$ cat config.mk
export PLATFORM = sky130hd
export DESIGN_NAME = lsd_sensor
export DESIGN_NICKNAME = d
export VERILOG_FILES = /design/src/lsd_sensor.v /design/src/lsd_fifo.v
export VERILOG_INCLUDE_DIRS = /design/src
export SDC_FILE = /design/constraint.sdc
export NUM_CORES = 1
export LEC_CHECK = 0
export BUFFER_PORTS_ARGS = -buffer_cell sky130_fd_sc_hd__buf_2
export CORE_UTILIZATION = 60
export CTS_CLUSTER_SIZE = 40
export DETAILED_ROUTE_END_ITERATION = 6
export PLACE_DENSITY = 0.77
export REMOVE_ABC_BUFFERS = 1
export SLEW_MARGIN = 20
export SYNTH_ARGS = -nofsm -noshare
export SYNTH_HDL_FRONTEND = slang
export SYNTH_SLANG_ARGS = --single-unit
$ cat constraint.sdc
create_clock -name clk -period 9.1 [get_ports clk]
set_input_delay 0.455 -clock clk [delete_from_list [all_inputs] [get_ports clk]]
set_output_delay 0.455 -clock clk [all_outputs]
set_load 0.005 [all_outputs]
$ cat src/lsd_defines.vh
// Constants for the linear sensor drive timing block
`ifndef LSD_DEFINES_VH
`define LSD_DEFINES_VH
`define LSD_PIX_W         12
`define LSD_NUM_PIX       9'h100
`define LSD_PIX_IDX_W     9
`define LSD_CLK_PER_PIX   3'h7
`define LSD_LEAD_CLKS     4'hA
`define LSD_RST_MIN_NS    6000
`define LSD_CLK_NS        25
`define LSD_FIFO_DEPTH    16
`define LSD_FIFO_AW       4
`endif

$ cat src/lsd_sensor.v
// Digital drive and readout timing of a linear photodiode array sensor
`timescale 1ns/1ps
`include "lsd_defines.vh"
// Notes on behaviour
// - Pixel shift register advances on the supplied sensor clock.
// - Reset input clears every amplifier integrator before integration.
// - Reset pulse width is the integration period.
// - Conversion strobe output is active high, marks pixel ready.
// - Pixels come out serially, value grows with charge.
// - Pixel rate derives directly from the supplied clock.
// - Works with reset edges aligned or not aligned to clock.
// - Aligned rising edge: integration starts on next clock fall.
// - Unaligned rising edge: integration starts on second clock fall.
// - Aligned falling edge: integration ends on next clock fall.
// - Unaligned falling edge: integration ends on second clock fall.
// - One pixel every eight sensor clock periods.
module lsd_sensor (
	clk,
	rst,
	sensor_clk,
	amp_reset_level,
	pixel_charge,
	video_out,
	video_valid,
	conversion_strobe,
	integrating,
	pixel_index,
	scan_active,
	scan_overrun
);
	input  wire                      clk;
	input  wire                      rst;
	input  wire                      sensor_clk;
	input  wire                      amp_reset_level;
	input  wire [`LSD_PIX_W-1:0]     pixel_charge;
	output reg  [`LSD_PIX_W-1:0]     video_out;
	output reg                       video_valid;
	output reg                       conversion_strobe;
	output reg                       integrating;
	output reg  [`LSD_PIX_IDX_W-1:0] pixel_index;
	output reg                       scan_active;
	output reg                       scan_overrun;

	localparam ST_IDLE = 2'b00;
	localparam ST_LEAD = 2'b01;
	localparam ST_READ = 2'b10;

	// Minimum reset width in system clocks, rounded up
	localparam integer RST_MIN_CYC = (`LSD_RST_MIN_NS + `LSD_CLK_NS - 1) / `LSD_CLK_NS;

	// Synchronisers for the pin inputs
	reg        sclk_s1_reg;
	reg        sclk_s2_reg;
	reg        sclk_d_reg;
	reg        rin_s1_reg;
	reg        rin_s2_reg;
	reg        rin_d_reg;
	wire       sclk_fall;
	wire       rin_rise;
	wire       rin_fall;

	// Integration edge tracking
	reg [1:0]  start_cnt_reg;
	reg [1:0]  stop_cnt_reg;
	reg        charge_cleared_reg;

	// Readout sequencing
	reg [1:0]                  state_reg;
	reg [3:0]                  lead_cnt_reg;
	reg [2:0]                  phase_reg;
	reg [`LSD_PIX_IDX_W-1:0]   shift_pos_reg;
	reg [`LSD_PIX_W-1:0]       integ_reg;
	reg [12:0]                 rst_width_reg;
	reg                        push_reg;
	reg [`LSD_PIX_W-1:0]       push_data_reg;

	wire                       fifo_in_ready;
	wire                       fifo_out_valid;
	wire [`LSD_PIX_W-1:0]      fifo_out_data;

	// Saturating add: output grows with charge and clips at full scale
	function [`LSD_PIX_W-1:0] sat_add;
		input [`LSD_PIX_W-1:0] a;
		input [`LSD_PIX_W-1:0] b;
		reg   [`LSD_PIX_W:0]   s;
		begin
			s = {1'b0, a} + {1'b0, b};
			sat_add = s[`LSD_PIX_W] ? {`LSD_PIX_W{1'b1}} : s[`LSD_PIX_W-1:0];
		end
	endfunction

	//--------------------------------------------------------------
	// Pin input synchronisation
	//--------------------------------------------------------------
	// Two flops per pin, then an edge register reading stage two
	always @(posedge clk) begin
		if (rst) begin
			sclk_s1_reg <= 1'b0;
			sclk_s2_reg <= 1'b0;
			sclk_d_reg  <= 1'b0;
			rin_s1_reg  <= 1'b0;
			rin_s2_reg  <= 1'b0;
			rin_d_reg   <= 1'b0;
		end else begin
			sclk_s1_reg <= sensor_clk;
			sclk_s2_reg <= sclk_s1_reg;
			sclk_d_reg  <= sclk_s2_reg;
			rin_s1_reg  <= amp_reset_level;
			rin_s2_reg  <= rin_s1_reg;
			rin_d_reg   <= rin_s2_reg;
		end
	end

	assign sclk_fall = sclk_d_reg && !sclk_s2_reg;
	assign rin_rise  = !rin_d_reg && rin_s2_reg;
	assign rin_fall  = rin_d_reg && !rin_s2_reg;

	//--------------------------------------------------------------
	// Integration window
	//--------------------------------------------------------------
	// A reset edge seen together with a clock fall counts as aligned and
	// waits for one more fall; otherwise it waits for two.
	always @(posedge clk) begin
		if (rst) begin
			start_cnt_reg      <= 2'h0;
			stop_cnt_reg       <= 2'h0;
			integrating        <= 1'b0;
			charge_cleared_reg <= 1'b0;
			rst_width_reg      <= 13'h0000;
			scan_overrun       <= 1'b0;
		end else begin
			if (rin_rise) begin
				start_cnt_reg <= sclk_fall ? 2'h1 : 2'h2;
				stop_cnt_reg  <= 2'h0;
				charge_cleared_reg <= 1'b1;
			end else if (sclk_fall && start_cnt_reg != 2'h0) begin
				start_cnt_reg <= start_cnt_reg - 2'h1;
				if (start_cnt_reg == 2'h1)
					integrating <= 1'b1;
			end
			if (rin_fall) begin
				stop_cnt_reg  <= sclk_fall ? 2'h1 : 2'h2;
				start_cnt_reg <= 2'h0;
			end else if (sclk_fall && stop_cnt_reg != 2'h0) begin
				stop_cnt_reg <= stop_cnt_reg - 2'h1;
				if (stop_cnt_reg == 2'h1) begin
					integrating        <= 1'b0;
					charge_cleared_reg <= 1'b0;
				end
			end
			// Width of the reset pulse, saturating, for overrun flag
			// The cycle that sees the rise is the first high cycle of the pulse
			if (rin_rise)
				rst_width_reg <= 13'h0001;
			else if (rin_s2_reg && rst_width_reg != 13'h1FFF)
				rst_width_reg <= rst_width_reg + 13'h0001;
			// Flag a new reset arriving mid scan or a short pulse
			if (rin_rise && state_reg != ST_IDLE)
				scan_overrun <= 1'b1;
			else if (rin_fall && rst_width_reg < RST_MIN_CYC[12:0])
				scan_overrun <= 1'b1;
			else if (rin_rise)
				scan_overrun <= 1'b0;
		end
	end

	//--------------------------------------------------------------
	// Charge integration model
	//--------------------------------------------------------------
	// Accumulates charge per clock fall while integrating, cleared by reset
	always @(posedge clk) begin
		if (rst || (rin_rise && !integrating))
			integ_reg <= {`LSD_PIX_W{1'b0}};
		else if (integrating && sclk_fall)
			integ_reg <= sat_add(integ_reg, pixel_charge);
	end

	//--------------------------------------------------------------
	// Readout sequencer
	//--------------------------------------------------------------
	// After integration ends: ten lead clocks, then eight clocks per pixel
	always @(posedge clk) begin
		if (rst) begin
			state_reg     <= ST_IDLE;
			lead_cnt_reg  <= 4'h0;
			phase_reg     <= 3'h0;
			shift_pos_reg <= {`LSD_PIX_IDX_W{1'b0}};
			push_reg      <= 1'b0;
			push_data_reg <= {`LSD_PIX_W{1'b0}};
			scan_active   <= 1'b0;
		end else begin
			if (push_reg && fifo_in_ready)
				push_reg <= 1'b0;
			case (state_reg)
				ST_IDLE: begin
					if (sclk_fall && stop_cnt_reg == 2'h1) begin
						state_reg     <= ST_LEAD;
						lead_cnt_reg  <= 4'h1;
						shift_pos_reg <= {`LSD_PIX_IDX_W{1'b0}};
						scan_active   <= 1'b1;
					end
				end
				ST_LEAD: begin
					if (sclk_fall) begin
						if (lead_cnt_reg == `LSD_LEAD_CLKS) begin
							state_reg <= ST_READ;
							phase_reg <= 3'h0;
						end
						lead_cnt_reg <= lead_cnt_reg + 4'h1;
					end
				end
				ST_READ: begin
					// Stall the shift register until the FIFO accepts the pending sample
					if (sclk_fall && !push_reg) begin
						phase_reg <= phase_reg + 3'h1;
						if (phase_reg == `LSD_CLK_PER_PIX) begin
							push_reg      <= 1'b1;
							push_data_reg <= integ_reg;
							if (shift_pos_reg == `LSD_NUM_PIX - 9'h001) begin
								state_reg   <= ST_IDLE;
								scan_active <= 1'b0;
							end
							shift_pos_reg <= shift_pos_reg + 9'h001;
						end
					end
				end
				default: state_reg <= ST_IDLE;
			endcase
		end
	end

	//--------------------------------------------------------------
	// Pixel buffer
	//--------------------------------------------------------------
	lsd_fifo #(
		.WIDTH (`LSD_PIX_W),
		.DEPTH (`LSD_FIFO_DEPTH),
		.AW    (`LSD_FIFO_AW)
	) u_fifo (
		.clk       (clk),
		.rst       (rst),
		.in_valid  (push_reg),
		.in_ready  (fifo_in_ready),
		.in_data   (push_data_reg),
		.out_valid (fifo_out_valid),
		.out_ready (1'b1),
		.out_data  (fifo_out_data),
		.flush     (1'b0)
	);

	//--------------------------------------------------------------
	// Video output and conversion strobe
	//--------------------------------------------------------------
	// Strobe pulses one cycle with each new sample on the video output
	always @(posedge clk) begin
		if (rst) begin
			video_out         <= {`LSD_PIX_W{1'b0}};
			video_valid       <= 1'b0;
			conversion_strobe <= 1'b0;
			pixel_index       <= {`LSD_PIX_IDX_W{1'b0}};
		end else begin
			video_valid       <= fifo_out_valid;
			conversion_strobe <= fifo_out_valid;
			if (fifo_out_valid) begin
				video_out <= fifo_out_data;
				pixel_index <= pixel_index + 9'h001;
			end else if (rin_rise) begin
				pixel_index <= {`LSD_PIX_IDX_W{1'b0}};
			end
		end
	end
endmodule // lsd_sensor

$ cat src/lsd_fifo.v
// Small synchronous FIFO holding pixel samples ahead of the video output
`timescale 1ns/1ps
module lsd_fifo #(
	parameter WIDTH = 12,
	parameter DEPTH = 16,
	parameter AW    = 4
) (
	input  wire             clk,
	input  wire             rst,
	input  wire             in_valid,
	output wire             in_ready,
	input  wire [WIDTH-1:0] in_data,
	output reg              out_valid,
	input  wire             out_ready,
	output reg  [WIDTH-1:0] out_data,
	input  wire             flush
);
	reg [WIDTH-1:0] mem [0:DEPTH-1];
	reg [AW-1:0]    wr_ptr_reg;
	reg [AW-1:0]    rd_ptr_reg;
	reg [AW:0]      count_reg;
	wire            push;
	wire            pop;

	// Handshakes; output register reloads when empty or drained
	assign in_ready = (count_reg != DEPTH[AW:0]);
	assign push     = in_valid && in_ready;
	assign pop      = (count_reg != {(AW+1){1'b0}}) && (!out_valid || out_ready);

	// Storage and pointers
	always @(posedge clk) begin
		if (push)
			mem[wr_ptr_reg] <= in_data;
		if (rst || flush) begin
			wr_ptr_reg <= {AW{1'b0}};
			rd_ptr_reg <= {AW{1'b0}};
			count_reg  <= {(AW+1){1'b0}};
			out_valid  <= 1'b0;
			out_data   <= {WIDTH{1'b0}};
		end else begin
			if (push)
				wr_ptr_reg <= wr_ptr_reg + {{(AW-1){1'b0}}, 1'b1};
			if (pop) begin
				rd_ptr_reg <= rd_ptr_reg + {{(AW-1){1'b0}}, 1'b1};
				out_data   <= mem[rd_ptr_reg];
				out_valid  <= 1'b1;
			end else if (out_ready) begin
				out_valid <= 1'b0;
			end
			if (push && !pop)
				count_reg <= count_reg + {{AW{1'b0}}, 1'b1};
			else if (pop && !push)
				count_reg <= count_reg - {{AW{1'b0}}, 1'b1};
		end
	end
endmodule // lsd_fifo

* After elaboration in Yosys (flattened, before gate mapping)
Memories as Yosys holds them, arrays and structs flattened. A register that Yosys moved wholly into a read port is not among the register bits.
Index checks and enable logic that the tools add are counted.
** Word-level totals
- Register bits :: 105
- Input bits :: 16
- RAM bits :: 192
- Memories kept :: 1
- Output and inout port bits :: 26
- Logic and storage cells :: 153
** Memories
- u_fifo.mem :: words 16, bits a word 12, rd ports 1, clocked after Yosys merged registers in 1, wr ports 1, RTL line lsd_fifo.v:18 : reg [WIDTH-1:0] mem [0:DEPTH-1];
** Operators by class
- Muxes and demuxes :: 52
- Reductions and logical operators :: 45
- Add/sub/neg operators :: 12
- Equal/unequal tests :: 15
- Magnitude comparators :: 1
** Operators with widths (count)
- 9-bit 2-to-1 mux :: 5
- 2-bit 2-to-1 mux :: 12
- 1-bit 2-to-1 mux :: 22
- 2-bit nonzero test :: 10
- 9-bit by 1-bit adder with 9-bit output, second input constant :: 2
- 9-bit one-hot mux with 2 select lines :: 1
- 1-bit logical AND :: 15
- 12-bit by 12-bit adder with 13-bit output :: 1
- 13-bit by 1-bit adder with 13-bit output, second input constant :: 1
- 13-bit by 8-bit less-than comparator with 1-bit output, second input constant :: 1
- 13-bit != test, second input constant :: 1
- 4-bit by 1-bit adder with 4-bit output, second input constant :: 3
- 12-bit 2-to-1 mux :: 1
- 2-bit != test, second input constant :: 6
- 5-bit 2-to-1 mux :: 2
- 9-bit by 8-bit equality test with 1-bit output, second input constant :: 1
- 3-bit 2-to-1 mux :: 3
- 4-bit 2-to-1 mux :: 2
- 4-bit one-hot mux with 2 select lines :: 1
- 4-bit AND reduction :: 2
- 1-bit logical NOT :: 7
- 2-bit by 1-bit equality test with 1-bit output, second input constant :: 3
- 2-bit one-hot mux with 3 select lines :: 1
- 3-bit one-hot mux with 2 select lines :: 1
- other kinds (17) :: 21

* Logic depth before layout (Yosys ltp)
- Word-level depth :: 8
- Mapped depth :: 14
- Gate-level depth less buffers :: 11

* Cells and area by module
Synthesis repeated with hierarchy kept, for this count alone.
** Unflattened totals
- Cells, all modules :: 980
- Area total of the unflattened synthesis :: 12956.2 µm²
** Modules (own cells, without submodules)
- lsd_fifo :: cells each 481, area an instance 8590.7 µm², times used 1, seq. area each 6286.0 µm²
- lsd_sensor :: cells each 499, area an instance 4365.4 µm², times used 1, seq. area each 1821.7 µm²

* Least setup slack after synthesis
Ideal clock, no wire load.
- Path type :: reg-to-reg
- Start point :: reg u_fifo.count_reg[0]
- End point :: reg u_fifo.count_reg[3]
- Arrival :: 2.785 ns
- Cell stages (with the launch flop) :: 15
- Path buffers :: 3
- Library setup time :: 0.071 ns
- Period minus slack after synthesis :: 2.855 ns
- Data required time :: 9.029 ns
- Slack :: 6.245 ns
- Cell sequence :: dfxtp_1 -> clkbuf_1 -> nor4_1 -> nand2b_1 -> buf_2 -> inv_2 -> buf_4 -> ha_1 -> inv_1 -> ha_1 -> a21o_1 -> a21oi_1 -> xnor2_1 -> or3_1 -> a21oi_1
** Between the ends
- Word-level cells in the longest chain between the ends :: 5
- Elaborated cells on any way between the ends :: 12
- Classes of those cells :: add/sub: 2; eq/ne: 1; mux: 2; reduce/logical: 7
** Ends and longest elaborated chain
- start: declaration :: RTL line lsd_fifo.v:21 : reg [AW:0] count_reg;
- start signal: assignment :: RTL line lsd_fifo.v:37 : count_reg <= {(AW+1){1'b0}};
- start signal: assignment :: RTL line lsd_fifo.v:51 : count_reg <= count_reg + {{AW{1'b0}}, 1'b1};
- start signal: assignment :: RTL line lsd_fifo.v:53 : count_reg <= count_reg - {{AW{1'b0}}, 1'b1};
- parallel branches: the longest is 5 deep, another holds 5-bit by 1-bit subtractor with 5-bit output
Several ways; the timed one is not identified. The select of a mux whose other input is x is not followed.
A chain may end at the register's enable or synchronous reset.

* Worst setup path after layout
Same ends and word-level chain as after synthesis.

==> results by group <==
Run status
  • Outcome: completed

Critical path
  • Worst path slowest cell: nor4_1
  • FF-to-FF path depth: 11
  • WP buf/inv: 2
  • Setup CP Type: reg2reg
  • Worst Path Max Fanout: 17
  • CP Cell Sequence: nor4_1 > nand2b_1 > inv_2 > ha_1 > inv_1 > ha_1 > a21o_1 > a21oi_1 > xnor2_1 > or3_1 > a21oi_1
  • R2R Path End: u_fifo.count_reg[3]
  • Critical Path Max Stage Delay: 0.55 ns
  • Crit. End Element: flop
  • CP delay by family, top: simple AND/OR/NAND/NOR gates
  • Worst setup SP type: flop
  • Worst flop-to-flop path startpoint: u_fifo.count_reg[0]
  • Worst path required time: between 9 and 10 ns
  • Crit path DAT: 3.86 ns
  • Reg2Reg Setup Slack: 5.71 ns

Global routing
  • First-pass GRT wire length: 41750 µm
  • Total grt overflow: 0
  • Largest net degree at the start of global routing: 92
  • Vias in the first global route: 7486
  • Gr usage total: 25.27%
  • Initial antenna violation count: 1

Drt
  • DR pass1 iterations: 5
  • Final WL: 27200 µm
  • Drc violations: 0
  • Post-route ant nets: 0
  • Iter 0 DRT Violations: 781
  • Vias: 7728
  • WL/cell: 21.59 µm
  • Vias per cell: 6.133

Cells and area
  • Nets: 1012
  • Fill cell count: 1410
  • Area grow syn2layout: 11.45%
  • N_diodes: 0
  • Fin cells: 1260
  • Most frequent cells in the layout: 192 x edfxtp_1, 114 x dfxtp_1, 90 x nor2_1
  • Largest register FFs: approximately 190
  • Commonest non-fill, non-tap cell in the layout: edfxtp_1
  • Finished Core Util: between 60 and 70%
  • Share of cells above drive strength 1: 16.04%

Clocking
  • Htree depth: 1
  • TritonCTS clock tree: yes
  • # hold bufs at CTS: 0
  • Clk_lat worst skew: 0.56 ns
  • Post-CTS Setup Inserts: 0
  • CTS Buf Count: 30
  • Clk pin slew, worst setup/hold paths: about 0.060 ns
  • Post-CTS Resized: 0
  • CTS sink count: 309
  • Root buf cell: clkbuf_16
  • Worst-case clock buffer depth: 3

Yosys
  • Post-synth top flop: edfxtp_1
  • Ys async rst share: 0%
  • Cells after Synth: 927
  • Syn Area/Cell: 14.02 µm²
  • Post-synthesis sequential area ratio: 62.40%
  • Total of warnings raised by yosys: 0
  • Synth Register Bits: 309
  • Post-synth EDFFs: 192
  • Count of cell types in the netlist: 61
  • Mapped Area: around 13000 µm²

Hold path
  • Worst min-delay path startpoint: amp_reset_level
  • Hold Path Stages: 2
  • Hold path endpoint: rin_s1_reg
  • Worst hold path type: in2reg

Timing
  • Final Hold Fails: 0
  • Fin. max-slew vios: 0
  • Crit share post-route: approximately 37%
  • Final setup vio count: 0
  • Worst-Margin Slew: 1.060 ns
  • Relative slew slack: 28.97%
  • Fin Setup TNS: 0 ns
  • Final Critical Period: between 3 and 4 ns
  • FMAX: around 290 MHz
  • RSZ-0062 raised after global routing: false
  • WHS: 0.1185 ns
  • Clk_skew: 0.01384 ns
  • Final setup margin: 5.709 ns

Placement
  • Pre-CTS setup slack: 5.723 ns
  • Placed instance count: 1204
  • Post-DP HPWL: 15300 µm
  • RePlAce Congestion: approximately 0.8
  • I/O Buffers: 41

Floorplan
  • Die width: 149.2 µm
  • # IOs: 42
  • Die area: 22250 µm²
  • Initial Utilization: around three fifths
  • Row cnt: 53
  • Die Ht: ~150 µm
  • Core Region: between 20000 and 25000 µm²

Power and ir drop
  • Lkg Pwr: about 0.0052 µW
  • Cell Pwr Density: roughly 240 nW/µm²
  • Max IR drop VDD: between 0.15 and 0.2 mV

Job
  • # Max-Cap Violations: 0
-- final cells by class --
cell class	instances	area, µm²	area share (%)
Tap cell	275	344.1	2.376
Multi-Input combinational cell	547	4529	31.28
Clock inverter	23	342.8	2.368
Timing Repair Buffer	52	290.3	2.005
Inverter	21	78.83	0.5444
Sequential cell	309	8112	56.02
Clock buffer	33	783.3	5.409
-- routing by layer --
metal	vias to the layer above	global-route usage (%)	share of wire, %
li1	3578	-	-
met4	2	9.541	3.1
met2	295	42.44	50
met5	-	0	0.044
met3	68	4.373	6.6
met1	3785	33.01	40
-- how the worst max path moves through the flow --
stage / start / endpoint / depth (start not counted)
global placement: u_fifo.count_reg[0] / u_fifo.count_reg[3] / 11
finish: u_fifo.count_reg[0] / u_fifo.count_reg[3] / 11
detailed placement: u_fifo.count_reg[0] / u_fifo.count_reg[3] / 11
global route: u_fifo.count_reg[0] / u_fifo.count_reg[3] / 11
floorplan: u_fifo.rd_ptr_reg[0] / u_fifo.out_data[0] / 4
CTS: u_fifo.count_reg[0] / u_fifo.count_reg[3] / 11
-- synthesized netlist by cell type, drive strengths merged (3+ instances only) --
library cell / n / area [µm²]
edfxtp: 192 / 5766
dfxtp: 117 / 2342
nor2: 98 / 367.9
a21oi: 61 / 305.3
mux4: 60 / 1456
nand2: 58 / 217.7
clkbuf: 34 / 168.9
ha: 34 / 425.4
o21ai: 28 / 140.1
mux2i: 27 / 270.3
inv: 21 / 78.82
nand3: 19 / 95.09
xor2: 19 / 166.4
nor3: 18 / 90.09
xnor2: 16 / 140.1
buf: 15 / 115.1
a21o: 10 / 75.07
nand4: 10 / 62.56
nand2b: 9 / 56.30
a211oi: 7 / 57.55
nor2b: 7 / 43.79
nor3b: 7 / 52.55
or3: 7 / 43.79
and3: 6 / 37.54
o211ai: 5 / 37.54
nor4: 4 / 25.02
or4: 4 / 30.03
or2: 3 / 18.77
-- per-stage QoR --
| step | total power, µW | instance area, µm² |
|---|---|---|
| after floorplan | 2022 | 12680 |
| after global placement | 2141 | 13350 |
| after detailed placement | 2156 | 13350 |
| after CTS | 3558 | 14480 |
| after global routing | 3667 | 14480 |
| final | 3538 | 14480 |
-- power breakdown --
group	switching (µW)	internal (µW)	total, µW
sequential	42.2	1530	1570
combinational	286	283	569
clock	527	873	1400
total	856	2680	3540
-- cell families (layout without fill, tap and decap cells) --
logic type               count (synthesis)  after routing  share of synthesized area [%]
flip-flops                             309            309                          62.40
AND/OR/NAND/NOR                        260            260                          9.418
AO/OA/AOI/OAI                          129            129                          5.971
multiplexers                            88             88                          13.38
buffers and inverters                   71            129                          3.043
adder cells (fa/ha/maj)                 35             35                          3.428
XOR/XNOR                                35             35                          2.359
(Power assumes the default switching activity.)
